===== src/design/ct_map.svh =====
// constants for the instruction tail decoder: opcodes, flag bits, vectors, resets
`ifndef CT_MAP_SVH
`define CT_MAP_SVH

// opcodes handled by the core
`define CT_OP_PREFIX 8'h9e
`define CT_OP_TRAP 8'h83
`define CT_OP_RETURN 8'h80
`define CT_OP_WAIT 8'h8f
`define CT_OP_STOP 8'h8e
`define CT_OP_TAP 8'h84
`define CT_OP_FLAGS_TO_ACC 8'h85
`define CT_OP_TAX 8'h97
`define CT_OP_TXA 8'h9f
`define CT_OP_SP_TO_INDEX 8'h95
`define CT_OP_INDEX_TO_SP 8'h94
`define CT_OP_TEST_A 8'h4d
`define CT_OP_TEST_X 8'h5d
`define CT_OP_TEST_DIR 8'h3d
`define CT_OP_TEST_IX1 8'h6d
`define CT_OP_TEST_IX 8'h7d
`define CT_OP_SUB_ABS 8'hc0
`define CT_OP_SUB_IXW 8'hd0
`define CT_OP_CBEQ_DIR 8'h31
`define CT_OP_CBEQ_IX1P 8'h61

// flag bit positions
`define CT_FLAG_V 7
`define CT_FLAG_H 4
`define CT_FLAG_I 3
`define CT_FLAG_N 2
`define CT_FLAG_Z 1
`define CT_FLAG_C 0
`define CT_FLAG_ONES 8'h60

// vectors and reset values
`define CT_TRAP_VEC 16'hfffc
`define CT_RESET_PC 16'h8000
`define CT_RESET_SP 16'h00ff
`define CT_RESET_FLAGS 8'h68

`endif


===== src/design/ct_pkg.sv =====
// types shared by the instruction tail decoder files
package ct_pkg;
    // sequencer states, one-hot
    typedef enum logic [8:0] {
        st_fetch = 9'h001,
        st_op = 9'h002,
        st_opnd = 9'h004,
        st_addr = 9'h008,
        st_mem = 9'h010,
        st_rel = 9'h020,
        st_exec = 9'h040,
        st_wait = 9'h080,
        st_stop = 9'h100
    } state_t;

    // addressing forms of the operand
    typedef enum logic [3:0] {
        inherent_mode,
        direct_mode,
        extended_mode,
        indexed_long_offset_mode,
        indexed_short_offset_mode,
        indexed_plain_mode,
        stack_short_offset_mode,
        stack_long_offset_mode,
        indexed_short_offset_postinc_mode,
        direct_plus_branch_offset
    } mode_t;
endpackage


===== src/design/ct_core.sv =====
// sequencer for traps, returns, wait/stop, tests, transfers and operand forms
`timescale 1ns/1ns
`default_nettype none
`include "ct_map.svh"
// Operation
// RULE1: trap pushes pc, index, acc, flags; masks; vectors
// RULE2: test sets negative and zero, clears overflow
// RULE3: wait clears mask, stops clock until interrupt
// RULE4: extended address fetched high byte then low
// RULE5: long indexed offset high then low, plus index
// RULE6: direct address byte then branch offset byte
// RULE7: short indexed post-increment bumps index after access
// RULE8: stack relative adds unsigned one or two bytes
// RULE9: return pulls flags, acc, index, pc high, low
// RULE10: stop clears mask, halts until wake event
// RULE11: transfers between acc, flags and index low
// RULE12: stack pointer and index move with plus/minus one
module ct_core #(
    parameter logic [15:0] RESET_PC = `CT_RESET_PC
) (
    // clock and reset
    input wire logic clk_sys,
    input wire logic rst_n,
    // program memory, data returns in the same cycle as the read strobe
    output logic [15:0] mem_addr,
    output logic mem_rd,
    output logic mem_wr,
    output logic [7:0] mem_wdata,
    input wire logic [7:0] mem_rdata,
    // interrupt logic and wake-up pin
    input wire logic irq_req,
    input wire logic wake_pin,
    // core status
    output logic cpu_clk_en,
    output logic stopped,
    output logic [7:0] acc,
    output logic [7:0] flags
);
    ct_pkg::state_t state; // sequencer state
    logic [15:0] pc; // program counter
    logic [15:0] sp; // stack pointer
    logic [15:0] ix; // index pair, high:low
    logic [7:0] opcode; // latched opcode
    logic prefix; // second opcode page
    logic [15:0] opnd; // collected operand bytes
    logic [1:0] nleft; // operand bytes still to fetch
    logic pend; // an operand read is in flight
    logic [3:0] step; // step within an inherent sequence
    logic [7:0] memval; // memory operand kept for compare
    logic wake_meta; // wake synchroniser, first stage
    logic wake_s; // wake synchroniser, second stage

    // operand form of an opcode
    function automatic ct_pkg::mode_t mode_of(input logic pre, input logic [7:0] op);
        if (pre) begin
            case (op)
                `CT_OP_TEST_IX1: mode_of = ct_pkg::stack_short_offset_mode;
                `CT_OP_SUB_IXW: mode_of = ct_pkg::stack_long_offset_mode;
                default: mode_of = ct_pkg::inherent_mode;
            endcase
        end else begin
            case (op)
                `CT_OP_TEST_DIR: mode_of = ct_pkg::direct_mode;
                `CT_OP_TEST_IX1: mode_of = ct_pkg::indexed_short_offset_mode;
                `CT_OP_TEST_IX: mode_of = ct_pkg::indexed_plain_mode;
                `CT_OP_SUB_ABS: mode_of = ct_pkg::extended_mode;
                `CT_OP_SUB_IXW: mode_of = ct_pkg::indexed_long_offset_mode;
                `CT_OP_CBEQ_DIR: mode_of = ct_pkg::direct_plus_branch_offset;
                `CT_OP_CBEQ_IX1P: mode_of = ct_pkg::indexed_short_offset_postinc_mode;
                default: mode_of = ct_pkg::inherent_mode;
            endcase
        end
    endfunction

    // operand address bytes that follow the opcode
    function automatic logic [1:0] bytes_of(input ct_pkg::mode_t m);
        case (m)
            ct_pkg::extended_mode,
            ct_pkg::indexed_long_offset_mode,
            ct_pkg::stack_long_offset_mode: bytes_of = 2'd2;
            ct_pkg::indexed_plain_mode,
            ct_pkg::inherent_mode: bytes_of = 2'd0;
            default: bytes_of = 2'd1;
        endcase
    endfunction

    // test result: n and z from value, v cleared, rest kept
    function automatic logic [7:0] test_flags(input logic [7:0] f, input logic [7:0] v);
        logic [7:0] r;
        r = f;
        r[`CT_FLAG_V] = 1'b0;
        r[`CT_FLAG_N] = v[7];
        r[`CT_FLAG_Z] = (v == 8'h00);
        test_flags = r;
    endfunction

    // decode of incoming and latched opcode
    wire ct_pkg::mode_t dec_mode = mode_of(prefix, mem_rdata);
    wire ct_pkg::mode_t op_mode = mode_of(prefix, opcode);
    wire logic [15:0] ea;

    // subtract acc minus memory, with borrow
    wire logic [8:0] diff = {1'b0, acc} - {1'b0, mem_rdata};
    wire logic sub_v = (acc[7] & ~mem_rdata[7] & ~diff[7]) | (~acc[7] & mem_rdata[7] & diff[7]);

    // byte pushed at each trap step: pc low, pc high, index low, acc, flags
    wire logic [7:0] push_byte = (step == 4'd0) ? pc[7:0] :
                                 (step == 4'd1) ? pc[15:8] :
                                 (step == 4'd2) ? ix[7:0] :
                                 (step == 4'd3) ? acc : flags;
    wire logic [15:0] rel_target = pc + {{8{mem_rdata[7]}}, mem_rdata};
    wire logic is_test = (opcode[3:0] == 4'hd);
    wire logic is_sub = (opcode[3:0] == 4'h0);

    // effective address former
    ct_addr_gen u_addr_gen (
        .mode(op_mode),
        .opnd(opnd),
        .ix(ix),
        .sp(sp),
        .ea(ea)
    );

    // two-flop synchroniser for the wake pin
    always_ff @(posedge clk_sys or negedge rst_n) begin
        if (!rst_n) begin
            wake_meta <= 1'b0;
            wake_s <= 1'b0;
        end else begin
            wake_meta <= wake_pin;
            wake_s <= wake_meta;
        end
    end

    // main sequencer
    always_ff @(posedge clk_sys or negedge rst_n) begin
        if (!rst_n) begin
            state <= ct_pkg::st_fetch;
            pc <= RESET_PC;
            sp <= `CT_RESET_SP;
            ix <= 16'h0000;
            acc <= 8'h00;
            flags <= `CT_RESET_FLAGS;
            opcode <= 8'h00;
            prefix <= 1'b0;
            opnd <= 16'h0000;
            nleft <= 2'd0;
            pend <= 1'b0;
            step <= 4'd0;
            memval <= 8'h00;
            mem_addr <= 16'h0000;
            mem_rd <= 1'b0;
            mem_wr <= 1'b0;
            mem_wdata <= 8'h00;
            cpu_clk_en <= 1'b1;
            stopped <= 1'b0;
        end else begin
            // strobes last one cycle
            mem_rd <= 1'b0;
            mem_wr <= 1'b0;
            case (state)
                ct_pkg::st_fetch: begin
                    prefix <= 1'b0;
                    step <= 4'd0;
                    // pending unmasked interrupt enters the stacking sequence
                    if (irq_req && !flags[`CT_FLAG_I]) begin
                        opcode <= `CT_OP_TRAP;
                        state <= ct_pkg::st_exec;
                    end else begin
                        mem_addr <= pc;
                        mem_rd <= 1'b1;
                        pc <= pc + 16'h0001;
                        state <= ct_pkg::st_op;
                    end
                end
                ct_pkg::st_op: begin
                    opnd <= 16'h0000;
                    pend <= 1'b0;
                    if (!prefix && mem_rdata == `CT_OP_PREFIX) begin
                        // second page, fetch the real opcode
                        prefix <= 1'b1;
                        mem_addr <= pc;
                        mem_rd <= 1'b1;
                        pc <= pc + 16'h0001;
                    end else begin
                        opcode <= mem_rdata;
                        nleft <= bytes_of(dec_mode);
                        if (dec_mode == ct_pkg::inherent_mode) begin
                            state <= ct_pkg::st_exec;
                        end else begin
                            state <= ct_pkg::st_opnd;
                        end
                    end
                end
                ct_pkg::st_opnd: begin
                    // bytes shift in, first fetched ends up high
                    if (pend) begin
                        opnd <= {opnd[7:0], mem_rdata}; // see RULE4 RULE5 RULE8
                    end
                    if (nleft != 2'd0) begin
                        mem_addr <= pc;
                        mem_rd <= 1'b1;
                        pc <= pc + 16'h0001;
                        nleft <= nleft - 2'd1;
                        pend <= 1'b1;
                    end else begin
                        pend <= 1'b0;
                        state <= ct_pkg::st_addr;
                    end
                end
                ct_pkg::st_addr: begin
                    mem_addr <= ea;
                    mem_rd <= 1'b1;
                    state <= ct_pkg::st_mem;
                end
                ct_pkg::st_mem: begin
                    if (is_test) begin
                        flags <= test_flags(flags, mem_rdata); // see RULE2
                        state <= ct_pkg::st_fetch;
                    end else if (is_sub) begin
                        acc <= diff[7:0];
                        flags[`CT_FLAG_V] <= sub_v;
                        flags[`CT_FLAG_N] <= diff[7];
                        flags[`CT_FLAG_Z] <= (diff[7:0] == 8'h00);
                        flags[`CT_FLAG_C] <= diff[8];
                        state <= ct_pkg::st_fetch;
                    end else begin
                        // compare-and-branch: offset byte follows the address
                        memval <= mem_rdata;
                        if (op_mode == ct_pkg::indexed_short_offset_postinc_mode) begin
                            ix <= ix + 16'h0001; // see RULE7
                        end
                        mem_addr <= pc;
                        mem_rd <= 1'b1;
                        pc <= pc + 16'h0001; // see RULE6
                        state <= ct_pkg::st_rel;
                    end
                end
                ct_pkg::st_rel: begin
                    if (acc == memval) begin
                        pc <= rel_target; // see RULE6
                    end
                    state <= ct_pkg::st_fetch;
                end
                ct_pkg::st_exec: begin
                    state <= ct_pkg::st_fetch;
                    if (!prefix) begin
                        case (opcode)
                            `CT_OP_TRAP: begin
                                state <= ct_pkg::st_exec;
                                step <= step + 4'd1;
                                if (step <= 4'd4) begin
                                    mem_addr <= sp;
                                    mem_wdata <= push_byte;
                                    mem_wr <= 1'b1;
                                    sp <= sp - 16'h0001; // see RULE1
                                end else if (step == 4'd5) begin
                                    flags[`CT_FLAG_I] <= 1'b1; // see RULE1
                                    mem_addr <= `CT_TRAP_VEC;
                                    mem_rd <= 1'b1;
                                end else if (step == 4'd6) begin
                                    mem_addr <= `CT_TRAP_VEC + 16'h0001;
                                    mem_rd <= 1'b1;
                                    pc[15:8] <= mem_rdata;
                                end else begin
                                    pc[7:0] <= mem_rdata; // see RULE1
                                    state <= ct_pkg::st_fetch;
                                end
                            end
                            `CT_OP_RETURN: begin
                                state <= ct_pkg::st_exec;
                                step <= step + 4'd1;
                                if (step <= 4'd4) begin
                                    mem_addr <= sp + 16'h0001;
                                    mem_rd <= 1'b1;
                                    sp <= sp + 16'h0001; // see RULE9
                                end
                                case (step)
                                    4'd1: flags <= mem_rdata | `CT_FLAG_ONES;
                                    4'd2: acc <= mem_rdata;
                                    4'd3: ix[7:0] <= mem_rdata;
                                    4'd4: pc[15:8] <= mem_rdata;
                                    4'd5: begin
                                        pc[7:0] <= mem_rdata; // see RULE9
                                        state <= ct_pkg::st_fetch;
                                    end
                                    default: ;
                                endcase
                            end
                            `CT_OP_WAIT: begin
                                flags[`CT_FLAG_I] <= 1'b0;
                                cpu_clk_en <= 1'b0; // see RULE3
                                state <= ct_pkg::st_wait;
                            end
                            `CT_OP_STOP: begin
                                flags[`CT_FLAG_I] <= 1'b0;
                                stopped <= 1'b1; // see RULE10
                                state <= ct_pkg::st_stop;
                            end
                            `CT_OP_TAP: flags <= acc | `CT_FLAG_ONES; // see RULE11
                            `CT_OP_FLAGS_TO_ACC: acc <= flags; // see RULE11
                            `CT_OP_TAX: ix[7:0] <= acc; // see RULE11
                            `CT_OP_TXA: acc <= ix[7:0]; // see RULE11
                            `CT_OP_TEST_A: flags <= test_flags(flags, acc); // see RULE2
                            `CT_OP_TEST_X: flags <= test_flags(flags, ix[7:0]); // see RULE2
                            `CT_OP_SP_TO_INDEX: begin
                                // second cycle of the two-cycle move
                                if (step == 4'd0) begin
                                    step <= 4'd1;
                                    state <= ct_pkg::st_exec;
                                end else begin
                                    ix <= sp + 16'h0001; // see RULE12
                                end
                            end
                            `CT_OP_INDEX_TO_SP: begin
                                if (step == 4'd0) begin
                                    step <= 4'd1;
                                    state <= ct_pkg::st_exec;
                                end else begin
                                    sp <= ix - 16'h0001; // see RULE12
                                end
                            end
                            default: ;
                        endcase
                    end
                end
                ct_pkg::st_wait: begin
                    // clock gated until an interrupt request
                    if (irq_req) begin
                        cpu_clk_en <= 1'b1; // see RULE3
                        state <= ct_pkg::st_fetch;
                    end
                end
                ct_pkg::st_stop: begin
                    if (wake_s) begin
                        stopped <= 1'b0; // see RULE10
                        state <= ct_pkg::st_fetch;
                    end
                end
                default: state <= ct_pkg::st_fetch;
            endcase
        end
    end
endmodule
`default_nettype wire


===== src/design/ct_addr_gen.sv =====
// effective address former for the memory addressing forms
`timescale 1ns/1ns
`default_nettype none
module ct_addr_gen (
    // addressing form and operand bytes
    input wire ct_pkg::mode_t mode,
    input wire logic [15:0] opnd,
    // base registers
    input wire logic [15:0] ix,
    input wire logic [15:0] sp,
    // resulting address
    output logic [15:0] ea
);
    // short offset zero-extended, long offset taken whole
    wire logic [15:0] short_off = {8'h00, opnd[7:0]};

    // address selection per form
    always_comb begin
        case (mode)
            ct_pkg::direct_mode: ea = short_off;
            ct_pkg::direct_plus_branch_offset: ea = short_off; // see RULE6
            ct_pkg::extended_mode: ea = opnd; // see RULE4
            ct_pkg::indexed_long_offset_mode: ea = ix + opnd; // see RULE5
            ct_pkg::indexed_short_offset_mode: ea = ix + short_off;
            ct_pkg::indexed_short_offset_postinc_mode: ea = ix + short_off; // see RULE7
            ct_pkg::indexed_plain_mode: ea = ix;
            ct_pkg::stack_short_offset_mode: ea = sp + short_off; // see RULE8
            ct_pkg::stack_long_offset_mode: ea = sp + opnd; // see RULE8
            default: ea = 16'h0000;
        endcase
    end
endmodule
`default_nettype wire


===== config.mk =====
export PLATFORM = sky130hd
export DESIGN_NAME = ct_core
export DESIGN_NICKNAME = d
export VERILOG_FILES = /design/src/design/ct_pkg.sv /design/src/design/ct_core.sv /design/src/design/ct_addr_gen.sv
export VERILOG_INCLUDE_DIRS = /design/src /design/src/design
export SDC_FILE = /design/constraint.sdc
export NUM_CORES = 1
export LEC_CHECK = 0
export ABC_AREA = 1
export BUFFER_PORTS_ARGS = -buffer_cell sky130_fd_sc_hd__buf_2
export CAP_MARGIN = 20
export CORE_ASPECT_RATIO = 0.7
export CORE_UTILIZATION = 35
export CTS_BUF_LIST = sky130_fd_sc_hd__clkbuf_2
export DETAILED_ROUTE_END_ITERATION = 16
export PLACE_DENSITY = 0.53
export SYNTH_ARGS = -nofsm -noshare
export SYNTH_HDL_FRONTEND = slang
export SYNTH_HIERARCHICAL = 1
export SYNTH_SLANG_ARGS = --single-unit

===== constraint.sdc =====
create_clock -name clk_sys -period 9.58 [get_ports clk_sys]
set_input_delay 0.479 -clock clk_sys [delete_from_list [all_inputs] [get_ports clk_sys]]
set_output_delay 0.479 -clock clk_sys [all_outputs]
set_load 0.1 [all_outputs]

==> impl_metrics.csv <==
group,metric,value,unit
detailed_routing,drtIter0Drc,1917,
global_routing,first_global_vias,13300,
synthesis,async_flop_share,100,%
clock_network,clk_latency,0.87,ns
synthesis,synth.area.top_cells,"dfrtp_1, nand2_1, inv_1",
floorplanning,die_h,165,um
final_layout,layout-drive-gt1-share,9.84,%
clock_network,h-tree-depth,4,
synthesis,synth_nets,2118,
final_layout,final_cells,2594,
synthesis,synth_ff_type,"dfrtp_1",
floorplanning,start_util,35.6,%
final_layout,fillCellCount,4116,
pwr,power_density,295,nW/um^2
synthesis,yosysSeqAreaShare,27.0,%
final_layout,final_cell_mix,"nand2_1, inv_1, nor2_1",
worst_setup_path,crit_fanout,8,
global_routing,grt_pass1_wl,82900,um
floorplanning,die_w,234,um
global_routing,antenna_found_initial,2,
detailed_routing,route.detailed.wl_per_inst,21.3,um
detailed_routing,drc_errors,0,
place,preCtsSetupSlack,5.44,ns
clock_network,clock-sinks,142,
synthesis,ys_ff_latch,142,
final_layout,final_common_cell,"nand2_1",
clock_network,cts_buffer_depth,2,
floorplanning,die_area,38600,um^2
timing,setup_ws,5.27,ns
detailed_routing,dr.pass1.iters,7,
pwr,p_clk_share,8.9,%
global_routing,track_usage,29.3,%
synthesis,ys_types,67,
timing,layout_min_cycle_time,4.31,ns
place,place_inst,2554,
floorplanning,fp-row-count,59,
synthesis,netlist_area,13200,um^2
pwr,switching_share,61.9,%
timing,period_share,45.0,%
worst_setup_path,worst_r2r_path_depth,21,
clock_network,clk_pin_slew,0.27,ns
global_routing,grt_overflow,0,
timing,slew_violations,0,
detailed_routing,dr_total_vias,14500,
final_layout,synthToLayoutAreaGrowth,7.67,%
floorplanning,ioPinCount,56,
status,outcome,"completed",
timing,setup-tns-final,0,ns
worst_setup_path,setup.worst_path.start_class,"flop",
detailed_routing,wl,55400,um
hold_path,holdPathStages,4,
synthesis,synth-edff-count,0,
clock_network,ctsResizeCount,0,
worst_setup_path,arrival,5.13,ns
clock_network,tritoncts,"built",
pwr,p_int,1600,uW
timing,slew_headroom,26.7,%
place,dp_hpwl,43500,um
pwr,power_frac_seq,26.9,%
timing,fmax,0.232,GHz
clock_network,cts-buffers-inserted,17,
pwr,power.switching,2600,uW
worst_setup_path,crit_type,"flop to flop",
synthesis,yosys_warnings,6,
timing,rsz0062_at_grt,"no",
place,io_buffers,55,
timing,setup_viol,0,
synthesis,syn_avg_cell_area,6.47,um^2
pwr,vdd_drop_max,0.000250,V
floorplanning,coreArea,37200,um^2
synthesis,netlist.area_leader.share,24.4,%
worst_setup_path,crit_path_end_kind,"flop",
worst_setup_path,cp.required,10.40,ns
timing,fin_skew,0.0580,ns
clock_network,root_buffer,"clkbuf_2",
pwr,p_leak,0.00729,uW
place,routabilityCongestion,0.968,
job,drv_cap,0,
detailed_routing,vias_per_cell,5.58,
final_layout,nets,2162,
detailed_routing,ant_nets,0,
hold_path,hold_class,"input pin to flop",
global_routing,grt_max_degree,77,
timing,worst_pin_slew,1.09,ns
synthesis,yosys.area.top_type,"dfrtp_1",
timing,hold_viol_final,0,
pwr,p_comb_share,64.2,%
synthesis,synthCells,2047,
[area by class of cell]
cell class                      count  area (um^2)  share of cell area [%]
Antenna cell                        2         5.00                  0.0351
Multi-Input combinational cell   1531         8170                    57.3
Tap cell                          488          611                    4.28
Clock buffer                       17         85.1                   0.597
Sequential cell                   142         3570                    25.0
Timing Repair Buffer               76          454                    3.19
Clock inverter                     15          138                   0.966
Inverter                          323         1220                    8.54
[state kept, by name, summed over array words and instances (netlist names)]
signal	count
wake_s	1
opnd	16
opcode	8
mem_addr	16
mem_rd	1
ix	16
stopped	1
sp	16
step	4
flags	7
mem_wdata	8
state	9
nleft	2
prefix	1
wake_meta	1
pc	16
acc	8
cpu_clk_en	1
pend	1
mem_wr	1
memval	8
[synth_stat cells, types with 4 or more instances]
cell,n
nor3_1,34
o21ai_1,35
buf_4,6
o221ai_1,12
clkinv_1,5
o21ai_0,123
dfrtp_1,129
o22ai_1,35
dfstp_2,13
xor2_1,35
a21oi_1,86
inv_2,19
and2_1,4
xnor2_1,8
buf_6,6
nor4_1,13
inv_1,297
nand2_2,18
buf_2,15
o2111ai_1,4
or2_2,4
o211ai_1,22
or2_1,5
a31oi_1,14
o41ai_1,5
ha_1,55
fa_1,4
nor2_1,176
a22oi_1,9
nor2_4,10
clkbuf_1,22
nand3b_1,13
o21bai_1,4
nand4_1,37
a2bb2oi_1,8
o21ai_2,9
a32o_1,4
nand2_1,550
nand3_1,143
nor2_2,10
[timing repair]
| action | CTS | global route |
|---|---|---|
| setup buffers | 0 | 0 |
| hold buffers | 6 | 0 |
| endpoints found under the hold margin | 77 | 0 |
[cell families after synthesis]
| family | count (synthesis) | share of synthesized area (%) |
|---|---|---|
| fa+ha+maj | 59 | 5.80 |
| xor+xnor | 43 | 2.85 |
| buf+inv | 374 | 11.3 |
| flops | 142 | 27.0 |
| compound gates | 390 | 17.9 |
| mux | 2 | 0.151 |
| simple gates | 1037 | 35.0 |
[power by group through the flow]
stage	combinational, uW	sequential (uW)	clock [uW]
after CTS	2650	1120	382
after global placement	2630	1130	0
after global routing	2930	1150	403
final	2700	1130	372
after detailed placement	2640	1130	0
after floorplan	1540	1480	0
[per-stage QoR]
stage                     total power [uW]  hold WS (ns)  instance area, um^2  util (%)
final                                 4200         0.105                14300      38.3
after global placement                3760         0.334                14000      37.5
after detailed placement              3770         0.344                14000      37.5
after CTS                             4150       0.00392                14200      38.3
after global routing                  4490        0.0624                14200      38.3
after floorplan                       3010         0.183                13200         -
[layer usage]
layer | GRT usage (%) | vias up | share of wire [%]
met3 | 9.38 | 53 | 11
met1 | 45.0 | 6846 | 49
met4 | 5.75 | 0 | 1.5
li1 | - | 6857 | -
met5 | 0 | - | 0
met2 | 39.0 | 721 | 38
[path summary, 6_finish.rpt]
check	endpoint	slack, ns	startpoint
max reg2reg	mem_addr[14]	5.27	opcode[1]
min	prefix	0.10	mem_rdata[6]
max in group asynchronous	mem_addr[8]	8.04	rst_n
min reg2reg	wake_s	0.39	wake_meta
min in group asynchronous	acc[7]	0.18	rst_n
max	mem_addr[14]	5.27	opcode[1]
[critical path: stages, from the launching register on]
cell and delay [ns]:
dfrtp_1 0.46, inv_1 0.19, nand4_1 0.38, inv_1 0.28, nand2_1 0.10, o21ai_0 0.49, nand2_1 0.21, nor2_1 0.23
inv_1 0.19, nor2_1 0.15, ha_1 0.31, a21oi_1 0.27, nand2_1 0.11, a21oi_1 0.17, nand2_1 0.07, nand2_1 0.06
nand3_1 0.08, nand3_1 0.15, nand2_1 0.06, o21ai_0 0.08, inv_1 0.06, a31oi_1 0.17
(Power assumes the default switching activity.)
